<file path="config.mk">
export PLATFORM = sky130hd
export DESIGN_NAME = run_start_ctrl
export DESIGN_NICKNAME = d
export VERILOG_FILES = /design/src/run_start_pkg.sv /design/src/pin_sync.sv /design/src/run_start_ctrl.sv
export SDC_FILE = /design/constraint.sdc
export NUM_CORES = 1
export LEC_CHECK = 0
export ABC_AREA = 1
export BUFFER_PORTS_ARGS = -buffer_cell sky130_fd_sc_hd__clkbuf_2
export CORE_AREA = 5 5 42 44
export CTS_BUF_LIST = sky130_fd_sc_hd__clkbuf_8 sky130_fd_sc_hd__clkbuf_16
export DETAILED_ROUTE_END_ITERATION = 8
export DIE_AREA = 0 0 47 49
export PLACE_DENSITY = 0.6
export SLEW_MARGIN = 30
export SYNTH_ARGS = -nofsm -noshare
export SYNTH_HDL_FRONTEND = slang
export SYNTH_SLANG_ARGS = --single-unit
</file>
<file path="constraint.sdc">
create_clock -name CLK_SYS_I -period 0.89 [get_ports CLK_SYS_I]
set_input_delay 0 -clock CLK_SYS_I [delete_from_list [all_inputs] [get_ports CLK_SYS_I]]
set_output_delay 0 -clock CLK_SYS_I [all_outputs]
set_load 0.02 [all_outputs]
</file>
<file path="src/run_start_pkg.sv">
package run_start_pkg;

  // Clock period and the machine-cycle figures, each in nanoseconds.
  localparam int CLK_PERIOD_NS = 40;
  localparam int MACHINE_CYCLE_NS = 1600;
  localparam int START_PULSE_NS = 1400;

  // Cycle counts derived from the figures above.
  localparam int MACHINE_CYCLE_CLKS = MACHINE_CYCLE_NS / CLK_PERIOD_NS;
  localparam int START_PULSE_CLKS = START_PULSE_NS / CLK_PERIOD_NS;

  // Synchroniser depth and the number of switch contacts.
  localparam int SYNC_STAGES = 2;
  localparam int CONTACT_COUNT = 2;

  // Bit positions of the two contacts in the contact bundle.
  localparam int CONTACT_NO_POS = 0;
  localparam int CONTACT_NC_POS = 1;

  // Values held after reset.
  localparam logic RST_LATCH = 1'b0;
  localparam logic RST_STAGE = 1'b0;
  localparam logic RST_RUN = 1'b0;
  localparam logic RST_RUN_LAMP = 1'b0;
  localparam logic RST_HALT_LAMP = 1'b1;
  localparam logic [CONTACT_COUNT-1:0] RST_CONTACTS = 2'h2;

  // Time states of the machine cycle, T0 first.
  typedef enum logic [2:0] {
    TS_T0, TS_T1, TS_T2, TS_T3, TS_T4, TS_T5, TS_T6, TS_T7
  } time_state_type;

  // Time-state bundle from the timing generator, same clock domain.
  typedef struct packed {
    time_state_type state; // Current time state.
    logic first;           // First clock of the current state.
    logic last;            // Last clock of the current state.
    logic t7s;             // Strobed T7 state is in progress.
  } timing_type;

  // Run state handed to the phase logic.
  typedef struct packed {
    logic early; // Early run latch.
    logic late;  // Late run latch.
  } run_state_type;

endpackage

</file>
<file path="src/pin_sync.sv">
`timescale 1ns/1ps
`default_nettype none
module pin_sync
  import run_start_pkg::*;
(
  input wire logic clk_i, // System clock.
  input wire logic rst_i, // Asynchronous reset, active high.
  input wire logic [CONTACT_COUNT-1:0] pins_i, // Raw contact levels.
  output logic [CONTACT_COUNT-1:0] pins_o // Synchronised levels.
);

  logic [CONTACT_COUNT-1:0] meta_r;
  logic [CONTACT_COUNT-1:0] hold_r;

  // Two flops per contact; the first is read only by the second.
  genvar g;
  generate
    for (g = 0; g < CONTACT_COUNT; g = g + 1) begin : g_bit
      always_ff @(posedge clk_i or posedge rst_i) begin
        if (rst_i) begin
          meta_r[g] <= RST_CONTACTS[g];
          hold_r[g] <= RST_CONTACTS[g];
        end else begin
          meta_r[g] <= pins_i[g];
          hold_r[g] <= meta_r[g];
        end
      end
    end
  endgenerate

  assign pins_o = hold_r;

endmodule
`default_nettype wire

</file>
<file path="src/run_start_ctrl.sv">
// Overview of operation
// - The switch level is held true while the button is pressed, by a set-reset latch on both contacts so bounce is hidden.
// - The switch level drops as soon as the released button's normally-closed contact restores the other latch input.
// - The first sync stage takes the switch level at every T2, so it sets at the first T2 with the level true and clears at the first T2 after it drops.
// - The second sync stage copies the first stage at every T1, so it sets at the next T1 and clears at the first T1 after the first stage clears.
// - The start pulse is first stage set and second stage clear, from T2 to the next T1, 1.4 us wide.
// - The start pulse, gated with the switch level, drives the set inputs of both run latches.
// - With the gated start pulse present the early run latch sets at the end of T5.
// - With the gated start pulse present the late run latch sets at the end of T7S.
// - Both run latches hold set until preset or halt clears them.
// - A machine cycle is 1.6 us of T0 to T7, so at most one start pulse arises per cycle.
// - Both run latch outputs go to the phase logic.
// - The run lamp follows the late run latch and the halt lamp is its inverse.
`timescale 1ns/1ps
`default_nettype none
module run_start_ctrl
  import run_start_pkg::*;
(
  input wire logic CLK_SYS_I, // System clock, 25 MHz.
  input wire logic RST_I, // Asynchronous reset, active high.
  input wire logic RUN_NO_CONTACT_I, // Normally-open contact, high pressed.
  input wire logic RUN_NC_CONTACT_I, // Normally-closed contact, high released.
  input wire timing_type TIMING_I, // Time states from the generator.
  input wire logic PRESET_I, // Preset, clears the run latches.
  input wire logic HALT_I, // Halt, clears the run latches.
  output run_state_type RUN_STATE_O, // Run latches to the phase logic.
  output logic SWITCH_LEVEL_O, // Debounced run switch level.
  output logic START_PULSE_O, // Gated start pulse.
  output logic RUN_LAMP_O, // Run lamp drive, high lit.
  output logic HALT_LAMP_O // Halt lamp drive, high lit.
);

  ////////////////////////////////////////////////////////////////////////
  // Contact synchronisation and debounce latch.

  logic [CONTACT_COUNT-1:0] contacts_raw;
  logic [CONTACT_COUNT-1:0] contacts_sync;
  logic switch_debounce_latch_r;
  logic switch_debounce_latch_nxt;
  wire contact_no = contacts_sync[CONTACT_NO_POS];
  wire contact_nc = contacts_sync[CONTACT_NC_POS];

  assign contacts_raw = {RUN_NC_CONTACT_I, RUN_NO_CONTACT_I};

  pin_sync u_pin_sync (
    .clk_i(CLK_SYS_I),
    .rst_i(RST_I),
    .pins_i(contacts_raw),
    .pins_o(contacts_sync)
  );

  // A bouncing contact opens both inputs at once, so the latch holds.
  wire latch_set = contact_no & ~contact_nc;
  wire latch_clr = contact_nc & ~contact_no;

  assign switch_debounce_latch_nxt =
    latch_set ? 1'b1 : (latch_clr ? 1'b0 : switch_debounce_latch_r);

  wire run_switch_level = switch_debounce_latch_r;

  ////////////////////////////////////////////////////////////////////////
  // Time-state decode.

  // Stages sample at the first clock of their state, so each acts once.
  wire at_t2 = (TIMING_I.state == TS_T2) & TIMING_I.first;
  wire at_t1 = (TIMING_I.state == TS_T1) & TIMING_I.first;
  wire end_t5 = (TIMING_I.state == TS_T5) & TIMING_I.last;
  wire end_t7s = (TIMING_I.state == TS_T7) & TIMING_I.t7s & TIMING_I.last;

  ////////////////////////////////////////////////////////////////////////
  // Synchronising stages and start pulse.

  logic first_sync_stage_r;
  logic first_sync_stage_nxt;
  logic second_sync_stage_r;
  logic second_sync_stage_nxt;
  logic start_qual;

  assign first_sync_stage_nxt = at_t2 ? run_switch_level : first_sync_stage_r;

  assign second_sync_stage_nxt =
    at_t1 ? first_sync_stage_r : second_sync_stage_r;

  // at most one pulse per machine cycle, since T2 and T1 each come once
  assign start_qual = first_sync_stage_r & ~second_sync_stage_r &
                      run_switch_level;

  ////////////////////////////////////////////////////////////////////////
  // Run latches and lamps.

  logic early_run_latch_r;
  logic early_run_latch_nxt;
  logic late_run_latch_r;
  logic late_run_latch_nxt;
  wire run_clear = PRESET_I | HALT_I;

  // early latch set at end of T5
  // preset or halt clears, and clearing wins over a set
  assign early_run_latch_nxt = run_clear ? 1'b0 :
    ((start_qual & end_t5) ? 1'b1 : early_run_latch_r);

  // late latch set at end of T7S
  assign late_run_latch_nxt = run_clear ? 1'b0 :
    ((start_qual & end_t7s) ? 1'b1 : late_run_latch_r);

  always_ff @(posedge CLK_SYS_I or posedge RST_I) begin
    if (RST_I) begin
      switch_debounce_latch_r <= RST_LATCH;
      first_sync_stage_r <= RST_STAGE;
      second_sync_stage_r <= RST_STAGE;
    end else begin
      switch_debounce_latch_r <= switch_debounce_latch_nxt;
      first_sync_stage_r <= first_sync_stage_nxt;
      second_sync_stage_r <= second_sync_stage_nxt;
    end
  end

  // run latches clear and halt lamp lit after reset
  always_ff @(posedge CLK_SYS_I or posedge RST_I) begin
    if (RST_I) begin
      early_run_latch_r <= RST_RUN;
      late_run_latch_r <= RST_RUN;
      RUN_LAMP_O <= RST_RUN_LAMP;
      HALT_LAMP_O <= RST_HALT_LAMP;
    end else begin
      early_run_latch_r <= early_run_latch_nxt;
      late_run_latch_r <= late_run_latch_nxt;
      RUN_LAMP_O <= late_run_latch_nxt;
      HALT_LAMP_O <= ~late_run_latch_nxt;
    end
  end

  // Output copies are flops so the panel sees no decode glitches.
  always_ff @(posedge CLK_SYS_I or posedge RST_I) begin
    if (RST_I) begin
      SWITCH_LEVEL_O <= RST_LATCH;
      START_PULSE_O <= RST_STAGE;
    end else begin
      SWITCH_LEVEL_O <= switch_debounce_latch_nxt;
      START_PULSE_O <= first_sync_stage_nxt & ~second_sync_stage_nxt &
                       switch_debounce_latch_nxt;
    end
  end

  // both latches to the phase logic
  assign RUN_STATE_O = '{early: early_run_latch_r, late: late_run_latch_r};

  // Pulse length counter; only the checks below read it.
  logic [5:0] pulse_len_r;
  always_ff @(posedge CLK_SYS_I or posedge RST_I) begin
    if (RST_I) begin
      pulse_len_r <= 6'h00;
    end else begin
      pulse_len_r <= (first_sync_stage_r & ~second_sync_stage_r) ?
                     pulse_len_r + 6'h01 : 6'h00;
    end
  end
endmodule
`default_nettype wire

</file>
Word level (Yosys, flattened, before mapping):

Cells that the tools add are included.

* flip-flop bits (word level): 11
* latch bits: 0
* memory bits (writable): 0
* ROM bits: 0
* input port bits: 12
* output and inout bits: 6
* logic and storage cells: 43
* memories: 0

* $add $sub $neg: 0
* $mul: 0
* div/mod/pow operators: 0
* magnitude comparators: 0
* eq/ne operators: 4
* shifts and indexed selects: 0
* muxes and demuxes: 8
* bitwise logic cells: 19
* reduce and logical (&&, ||, !) cells: 1

Operator list (count)
* $and 1x1->1: 13
* $mux 1: 8
* $eq 3x3->1 const B: 2
* $not 1->1: 5
* $eq 3x1->1 const B: 1
* $eq 3x2->1 const B: 1
* $reduce_bool 2->1: 1
* $or 1x1->1: 1

Depth between registers and ports, before layout:

Gate-level depths: netlist (run 1).

* word-level depth: 7
* mapped depth: 6
* gate-level depth less buffers: 6

Modules after synthesis:

A second synthesis (run 1) with hierarchy kept.

* cell total of the unflattened synthesis: 51
* area, all modules: 489.2 um^2

Modules (own cells, without submodules)
* run_start_ctrl: times used 1, cells an instance 46, area an instance 382.9 um^2, seq. area each 176.4 um^2
* pin_sync: times used 1, cells an instance 5, area an instance 106.4 um^2, seq. area each 102.6 um^2

Least setup slack after synthesis (run 1):

Ideal clock, no wire load.

* path kind: flip-flop to flip-flop
* start point: register, netlist name SWITCH_LEVEL_O
* end point: register START_PULSE_O
* library setup time: 69 ps
* arrival time: 890 ps
* required time: 821 ps
* path slack: -69 ps
* stages on the path, launching flop included: 5
* path buffers: 0
* clock period less this slack: 959 ps
* cells stage by stage: dfrtp_1 > nand2_1 > a21oi_4 > nand3_2 > nor2_2

RTL lines
* end signal, assigned: line run_start_ctrl.sv:140 `START_PULSE_O <= first_sync_stage_nxt & ~second_sync_stage_nxt &`
* end, declared: line run_start_ctrl.sv:28 `output logic START_PULSE_O,`

Worst setup path in the final report (run 1):

* start point: register HALT_LAMP_O
* end point: output HALT_LAMP_O

RTL lines
* start, declared: line run_start_ctrl.sv:30 `output logic HALT_LAMP_O`
* start signal, assigned: line run_start_ctrl.sv:129 `HALT_LAMP_O <= ~late_run_latch_nxt;`

No word-level cell between the ends.

==> metrics.md, run 1 <==
| Metric | Value |
|---|---|
| Outcome | finished, final reports clean |
| IO buf count | 17 |
| Pin count of the biggest net entering global routing | 12 |
| Unrepaired setup endpoints after global routing | yes |
| Initial antenna violation count | 0 |
| Post-CTS setup buffer count | 0 |
| CP Capture Type | primary output |
| Max Freq | 1.16 GHz |
| Clock tree buffer depth | 2 |
| Final instance area | 689 um2 |
| Remaining antenna violation count | 0 |
| Synthesized Nets | 62 |
| Clock skew | 0.00318 ns |
| Slew at the pin closest to its max-slew limit | 0.424 ns |
| Clock root cell | clkbuf_8 |
| Arrival time of the worst setup path | 0.86 ns |
| WL final | 852 um |
| Post-layout worst setup margin | 0.0265 ns |
| Period utilisation layout | 0.970 |
| Gp weighted congestion | 0.692 |
| Global route overflow | 0 |
| Top-area cell type share of the netlist area | 0.416 |
| DR iter-0 viols | 2 |
| Crit path kind | register to primary output |
| Core Region | 1400 um2 |
| Required @ worst endpoint | 0.89 ns |
| Final Util | 0.492 |
| H-tree depth | 1 |
| Seq cells post-synth | 11 |
| Register area share after synthesis | 0.579 |
| Wire per inst | 9.47 um |
| Warnings from Yosys | 0 |
| Die X | 47 um |
| ANT cells | 0 |
| Distinct cells, synth | 15 |
| R2r setup slk | 0.03 ns |
| Yosys top cell by area | dfrtp_1 |
| Tmin final | 0.863 ns |
| Cell Area, Synth | 482 um2 |
| HP Class | primary input to register |
| Vias in the first global route | 387 |
| Pre-CTS setup slack | 0.0120 ns |
| Worst setup SP type | register |
| Avg Cell Area, Syn | 9.63 um2 |
| PD cells | 1800 nW/um2 |
| CP delay by family, top | flip-flops |
| Clk slew on worst S/H paths | 0.05 ns |
| Final setup fails | 0 |
| Post-DP HPWL | 676 um |
| Worst VDD drop | 1.01 mV |
| Full die area | 2300 um2 |
| CTS tree | built |
| Area Overhead vs Synth | 43.1% |
| Synth area leaders | dfrtp_1 42%, dfstp_2 16%, inv_1 7.8%, nand2_1 7.0%, nor2_2 5.2% |
| LEAKAGE | 0.000351 uW |
| Storage cell area | 280 um2 |
| Post-synthesis cell count | 50 |
| # fillers | 140 |
| Max Transition Viols Final | 0 |
| CP max-delay cell | dfstp_2 |
| Share of layout cells above drive strength 1 | 0.486 |
| Max Cap Violations | 0 |
| First-pass GRT wire length | 1580 um |
| Nets | 87 |
| Initial Utilization | 0.344 |
| Area after DPL | 576 um2 |
| Relative slew slack | 0.717 |
| Num CTS Buffers | 3 |
| Worst-skew pair later-pin latency | 0.24 ns |
| Crit-path cells | buf_8 |
| DR vias | 376 |
| Die height | 49 um |
| I/O pin count | 18 |
| CP bufs+invs | 1 |
| Hold Vio Cnt, Final | 0 |
| Pwr Total | 1240 uW |
| # DRC | 0 |
| Clock sink count | 11 |
| Max Fanout on Critical Path | 1 |
| CP max stage delay | 0.53 ns |
| Gr usage total | 0.0963 |
| Multi-input gate area | 161 um2 |
| Rows | 14 |
| Pre-Repair DR Iteration Count | 2 |
| Drt via density | 4.18 |
[per-stage QoR]
step / cells / TNS (ns) / hold slack (ns)
after global placement: 81 / 0 / -0.0155
after global routing: 90 / -0.144 / 0.0962
after detailed placement: 81 / 0 / -0.00317
after CTS: 90 / 0 / 0.0677
final: 90 / 0 / 0.0716
after floorplan: 50 / 0 / -0.150
[cell usage in the layout (no fill, tap or decap), types with 3 or more instances in the layout]
cell type      netlist  final
clkbuf_2             0     16
inv_1               10     11
nand2_1              9      9
dfrtp_1              8      7
nor2_2               4      5
dlygate4sd3_1        0      5
dfstp_2              3      3
clkbuf_8             0      3
[Yosys cell counts]
cell type and n:
nand2_2 2, a21oi_2 1, inv_1 10, a21oi_1 1, nor2_1 3, nand3_1 3, a21oi_4 1, dfrtp_1 8
nor2_2 4, and3_1 1, nand2_1 9, nand3_2 1, buf_4 2, dfstp_2 3, and2_1 1
[path summary, 6_finish.rpt]
check / start / endpoint / cells past startpoint
max in group asynchronous: RST_I / u_pin_sync.meta_r[1]$_DFF_PP1_ / 3
min in group asynchronous: RST_I / late_run_latch_r$_DFF_PP0_ / 3
hold / removal: TIMING_I[4] / early_run_latch_r$_DFFE_PP0P_ / 4
hold reg to reg: u_pin_sync.meta_r[0]$_DFF_PP0_ / u_pin_sync.pins_o[0]$_DFF_PP0_ / 0
setup / recovery: HALT_LAMP_O$_DFF_PP1_ / HALT_LAMP_O / 1
setup reg to reg: SWITCH_LEVEL_O$_DFF_PP0_ / first_sync_stage_r$_DFF_PP0_ / 3
[report_power, final]
part | internal (uW) | switching, uW | total, uW
combinational | 82.3 | 99.6 | 182
sequential | 548 | 27.8 | 576
clock | 302 | 182 | 484
[state kept, by name (all words and copies together) (netlist names)]
| signal | cells |
|---|---|
| first_sync_stage_r | 1 |
| late_run_latch_r | 1 |
| early_run_latch_r | 1 |
| START_PULSE_O | 1 |
| second_sync_stage_r | 1 |
| HALT_LAMP_O | 1 |
| SWITCH_LEVEL_O | 1 |
| u_pin_sync.meta_r | 2 |
| u_pin_sync.pins_o | 2 |
[layout make-up]
class	count	share of cell area
Clock buffer	3	0.0599
Clock inverter	1	0.00544
Inverter	10	0.0544
Multi-Input combinational cell	27	0.234
Sequential cell	11	0.407
Tap cell	16	0.0290
Timing Repair Buffer	22	0.211
[cell families after synthesis]
| family | after synthesis | synth area share |
|---|---|---|
| simple gates | 24 | 0.249 |
| flops | 11 | 0.579 |
| buf+inv | 12 | 0.109 |
| compound gates | 3 | 0.0623 |
[repair_timing]
item,in CTS,in global routing
hold buffers,5,0
setup endpoints to repair,1,6
hold endpoints to repair,11,0
gates resized for setup,2,3
[per-layer routing]
layer / vias to the layer above / track usage / part of all wire
met5: - / 0 / 0
met4: 0 / 0.0553 / 0.0094
met3: 2 / 0.0369 / 0.063
met2: 7 / 0.147 / 0.53
met1: 173 / 0.110 / 0.39
li1: 194 / - / -
No activity file was read; power rests on OpenSTA's default activity.
==> run 2, diff against run 1 <==
--- a/config.mk
+++ b/config.mk
@@ -11,7 +11,9 @@
 export CTS_BUF_LIST = sky130_fd_sc_hd__clkbuf_8 sky130_fd_sc_hd__clkbuf_16
 export DETAILED_ROUTE_END_ITERATION = 8
 export DIE_AREA = 0 0 47 49
-export PLACE_DENSITY = 0.6
+export PLACE_DENSITY = 0.7
+export RECOVER_POWER = 100
+export SKIP_LAST_GASP = 1
 export SLEW_MARGIN = 30
 export SYNTH_ARGS = -nofsm -noshare
 export SYNTH_HDL_FRONTEND = slang
==> run 2 against run 1 <==
Against the previous run:
- the run now ends with setup timing left
- fmax down 3.6%
- sequential share of layout area down 0.80 points
- sequential cell count unchanged
- critical path depth up 4
- non-clock buffer count up 1
- utilization up 0.98 points
- worst hold slack worse by 0.0058 ns
- die area unchanged
- combinational power up 13%
- cell area up 2.0%
- first-iteration DRC count down 50%
- via count down 0.80%
- critical path type is now register to register
==> metrics.md, run 2 (synthesis gave the netlist of run 1 again) <==
| Metric | Value |
|---|---|
| Int Pwr | 950 uW |
| Initial antenna violation count | 0 |
| Gr usage total | 0.0798 |
| Slew at the pin closest to its max-slew limit | 0.400 ns |
| Worst R2R Path Depth | 5 |
| Crit Reg-Reg Endpoint | late_run_latch_r$_DFF_PP0_ |
| Vias in the first global route | 341 |
| Clock sink count | 11 |
| Period utilisation layout | 1.01 |
| Outcome | complete, but fails checks |
| Clock root cell | clkbuf_8 |
| DR vias | 373 |
| Pre-CTS setup slack | 0.0105 ns |
| Share of layout cells above drive strength 1 | 0.493 |
| Commonest non-fill, non-tap cells in the layout | 15 x clkbuf_2, 10 x inv_1, 9 x nand2_1 |
| Required @ worst endpoint | 1.06 ns |
| Global route overflow | 0 |
| Switching Power | 325 uW |
| Clock skew | 0.000499 ns |
| Core Region | 1400 um2 |
| Hold Vio Cnt, Final | 0 |
| Clock power share | 0.385 |
| Full die area | 2300 um2 |
| Final setup fails | 2 |
| CP Capture Type | register |
| Die height | 49 um |
| ANT cells | 0 |
| Max Freq | 1.12 GHz |
| Initial Utilization | 0.344 |
| Combinational power share | 0.161 |
| Hold slack final | 0.0658 ns |
| IO buf count | 17 |
| Remaining antenna violation count | 0 |
| R2r setup slk | -0.006 ns |
| CTS tree | built |
| Commonest non-fill, non-tap cell in the layout | clkbuf_2 |
| Failing checks | setup timing |
| Area Overhead vs Synth | 46.0% |
| Clock tree buffer depth | 2 |
| Worst VDD drop | 1.30 mV |
| Max Cap Violations | 0 |
| HP Class | primary input to register |
| Reg2reg start | second_sync_stage_r$_DFF_PP0_ |
| Unrepaired setup endpoints after global routing | yes |
| Post-DP HPWL | 650 um |
| I/O pin count | 18 |
| Pre-Repair DR Iteration Count | 2 |
| Wire per inst | 9.64 um |
| H-tree depth | 1 |
| Clk slew on worst S/H paths | 0.05 ns |
| Post-layout worst setup margin | -0.00564 ns |
| Relative slew slack | 0.733 |
| Switch share | 0.255 |
| Tmin final | 0.896 ns |
| Die X | 47 um |
| Arrival time of the worst setup path | 1.06 ns |
| PD cells | 1810 nW/um2 |
| Max Transition Viols Final | 0 |
| Worst Hold Path EP | early_run_latch_r$_DFFE_PP0P_ |
| Max Fanout on Critical Path | 2 |
| # DRC | 0 |
| Nets | 88 |
| Sequential share of power | 0.454 |
| Worst setup SP type | register |
| Worst-skew pair later-pin latency | 0.23 ns |
| Crit path kind | register to register |
| Rows | 14 |
| Min-Delay Path Depth | 4 |
| Hold_sp | TIMING_I[4] |
| DR iter-0 viols | 1 |
| LEAKAGE | 0.000354 uW |
| Drt via density | 4.10 |
| WL final | 877 um |
| First-pass GRT wire length | 1300 um |
| Gp weighted congestion | 0.724 |
| Num CTS Buffers | 3 |
| Pin count of the biggest net entering global routing | 12 |
==> run 2: cell count changes in the layout (fill, tap and decap cells not counted), sizes merged <==
cell / change
buf: +1
inv: -1
clkinv: +1
==> run 2: final cells by class <==
cell class / instances / area, um2
timing repair buffer: 23 / 151
clock buffer: 3 / 41.3
clock inverter: 1 / 5.00
inverter: 10 / 37.5
sequential: 11 / 280
multi-input combinational: 27 / 168
tap: 16 / 20.0
fill: 153 / 698
==> run 2: worst max-delay path by stage <==
stage                                             start                           end  cells after the start
after floorplan                SWITCH_LEVEL_O$_DFF_PP0_  first_sync_stage_r$_DFF_PP0_                      3
after global placement         SWITCH_LEVEL_O$_DFF_PP0_  first_sync_stage_r$_DFF_PP0_                      3
after detailed placement  second_sync_stage_r$_DFF_PP0_         HALT_LAMP_O$_DFF_PP1_                      6
after CTS                         HALT_LAMP_O$_DFF_PP1_                   HALT_LAMP_O                      1
after global routing           SWITCH_LEVEL_O$_DFF_PP0_         HALT_LAMP_O$_DFF_PP1_                      5
final                     second_sync_stage_r$_DFF_PP0_    late_run_latch_r$_DFF_PP0_                      5
==> run 2: timing repair <==
item	CTS	global route
buffers inserted	0	1
resized for setup	2	5
hold buffers	5	0
endpoints found under the setup margin	1	6
pin swaps	0	2
endpoints found under the hold margin	11	0
==> run 2: worst max-delay path, stage by stage, from the launching register on <==
cell and delay, ns:
dfrtp_1 0.38, inv_1 0.07, nand3_2 0.08, nor2_4 0.12
nand2_2 0.06, a21oi_2 0.11
==> run 2: power groups by stage <==
stage          Sequential (uW)  Combinational (uW)  Clock [uW]
2_1_floorplan              592                99.2           0
3_3_place_gp               581                 165           0
3_5_place_dp               583                 168           0
4_1_cts                    576                 186         505
5_1_grt                    583                 227         540
6_report                   579                 205         491
==> run 2: metal layers <==
metal	global-route usage	share of wire	wire length, um
met1	0.0890	0.39	345
met2	0.124	0.52	458
met3	0.0554	0.083	73
met4	0.0138	0	0
met5	0	0	0
==> run 2: per-stage QoR <==
stage	std cells	power [uW]	util	TNS, ns	area (um2)
2_1_floorplan	50	692	-	0	485
3_3_place_gp	81	745	0.411	0	576
3_5_place_dp	81	751	0.411	0	576
4_1_cts	90	1270	0.486	-0.00442	681
5_1_grt	91	1350	0.502	-0.241	703
6_report	91	1280	0.502	-0.00602	703
==> run 3, diff against run 2 <==
--- a/config.mk
+++ b/config.mk
@@ -11,7 +11,7 @@
 export CTS_BUF_LIST = sky130_fd_sc_hd__clkbuf_8 sky130_fd_sc_hd__clkbuf_16
 export DETAILED_ROUTE_END_ITERATION = 8
 export DIE_AREA = 0 0 47 49
-export PLACE_DENSITY = 0.7
+export PLACE_DENSITY = 0.72
 export RECOVER_POWER = 100
 export SKIP_LAST_GASP = 1
 export SLEW_MARGIN = 30
==> constraint.sdc (replaced) <==
create_clock -name CLK_SYS_I -period 0.8 [get_ports CLK_SYS_I]
set_input_delay 0 -clock CLK_SYS_I [delete_from_list [all_inputs] [get_ports CLK_SYS_I]]
set_output_delay 0 -clock CLK_SYS_I [all_outputs]
set_load 0.02 [all_outputs]
==> run 3 against run 2 <==
Against the previous run:
- the flow still finishes with violations (setup timing)
- die area unchanged
- register-to-register slack worse by 0.08 ns
- sequential cell count did not move
- critical path type unchanged
- largest cell class unchanged
- highest routed layer is now met4
==> metrics.md, run 3 (synthesis gave the netlist of run 1 again) <==
| Metric | Value |
|---|---|
| Outcome | complete, but fails checks |
| Failing checks | setup timing |
| Worst-skew pair later-pin latency | 0.23 ns |
| Commonest non-fill, non-tap cells in the layout | 13 x clkbuf_2, 10 x inv_1, 8 x nand2_1 |
| Hold Vio Cnt, Final | 0 |
| Period utilisation layout | 1.11 |
| Max Cap Violations | 0 |
| PD cells | 1940 nW/um2 |
| Max Transition Viols Final | 0 |
| I/O pin count | 18 |
| DR vias | 385 |
| Fin cells | 91 |
| Required @ worst endpoint | 0.96 ns |
| Relative slew slack | 0.731 |
| Max Freq | 1.13 GHz |
| Rows | 14 |
| Nets | 88 |
| Commonest non-fill, non-tap cell in the layout | clkbuf_2 |
| Gr usage total | 0.0993 |
| Pre-CTS setup slack | -0.0848 ns |
| Worst R2R Path Depth | 4 |
| Full die area | 2300 um2 |
| H-tree depth | 1 |
| Tmin final | 0.888 ns |
| First-pass GRT wire length | 1640 um |
| Max Fanout on Critical Path | 5 |
| Pre-Repair DR Iteration Count | 4 |
| Clock sink count | 11 |
| Pin count of the biggest net entering global routing | 12 |
| Worst VDD drop | 1.22 mV |
| Core Region | 1400 um2 |
| Final setup fails | 7 |
| Global route overflow | 0 |
| Post-layout worst setup margin | -0.0882 ns |
| CP Capture Type | register |
| Wire per inst | 10.1 um |
| ANT cells | 0 |
| Slew at the pin closest to its max-slew limit | 0.403 ns |
| Area Overhead vs Synth | 50.4% |
| Placed insts | 81 |
| Crit path kind | register to register |
| Worst setup SP type | register |
| Initial Utilization | 0.344 |
| Post-DP HPWL | 693 um |
| Share of layout cells above drive strength 1 | 0.533 |
| Clock root cell | clkbuf_8 |
| DR iter-0 viols | 3 |
| Gp weighted congestion | 0.756 |
| Arrival time of the worst setup path | 1.05 ns |
| Pwr Total | 1400 uW |
| LEAKAGE | 0.000361 uW |
| Remaining antenna violation count | 0 |
| Die X | 47 um |
| Clock tree buffer depth | 2 |
| WL final | 919 um |
| Vias in the first global route | 379 |
| Clk slew on worst S/H paths | 0.05 ns |
| Num CTS Buffers | 3 |
| Unrepaired setup endpoints after global routing | yes |
| Initial antenna violation count | 0 |
| Clock skew | 0.00429 ns |
| HP Class | primary input to register |
| Min-Delay Path Depth | 4 |
| Die height | 49 um |
| # DRC | 0 |
| CTS tree | built |
| Drt via density | 4.23 |
| IO buf count | 17 |
## run 3: final timing paths
kind	start	end	slack, ns
worst min-delay path	TIMING_I[4]	early_run_latch_r$_DFFE_PP0P_	0.08
max in group asynchronous	RST_I	u_pin_sync.pins_o[1]$_DFF_PP1_	0.20
worst max-delay path	SWITCH_LEVEL_O$_DFF_PP0_	early_run_latch_r$_DFFE_PP0P_	-0.09
worst max register to register	SWITCH_LEVEL_O$_DFF_PP0_	early_run_latch_r$_DFFE_PP0P_	-0.09
worst min register to register	u_pin_sync.meta_r[0]$_DFF_PP0_	u_pin_sync.pins_o[0]$_DFF_PP0_	0.34
min in group asynchronous	RST_I	early_run_latch_r$_DFFE_PP0P_	0.28
## run 3: per-stage QoR
step           utilization  hold WS [ns]  TNS [ns]  area [um2]
2_1_floorplan            -        -0.150    -0.362         498
3_3_place_gp         0.420       -0.0238    -0.315         588
3_5_place_dp         0.420       -0.0133    -0.332         588
4_1_cts              0.501        0.0791    -0.494         702
5_1_grt              0.517         0.120    -0.912         724
6_report             0.517        0.0850    -0.476         724
## run 3: metal layers
metal,share of wire,global-route usage,wire (um)
met1,0.41,0.122,373
met5,0,0,0
met4,0.018,0.0553,17
met2,0.53,0.149,483
met3,0.049,0.0295,45
## run 3: area by class of cell
type,count,area (um2)
Clock buffer,3,41.3
Clock inverter,1,3.75
Fill cell,125,677
Inverter,10,37.5
Multi-Input combinational cell,27,174
Sequential cell,11,280
Tap cell,16,20.0
Timing Repair Buffer,23,168
## run 3: timing repair
action                                  in CTS  in global routing
setup buffers                                1                  0
gates resized for setup                      3                 10
endpoints found under the setup margin       7                  9
pin swaps                                    0                  1
endpoints found under the hold margin       11                  0
hold buffers                                 5                  0
## run 3: critical path: stages (launching register included)
cell and delay [ns]:
dfrtp_2 0.42, nand3_2 0.12, nor2_4 0.10, nand2_1 0.07, a21oi_2 0.11
## run 3: report_power, final
| group | switching [uW] | total, uW | internal [uW] |
|---|---|---|---|
| Sequential | 37.6 | 647 | 610 |
| Combinational | 123 | 234 | 111 |
| Clock | 186 | 521 | 335 |
| Total | 347 | 1400 | 1060 |
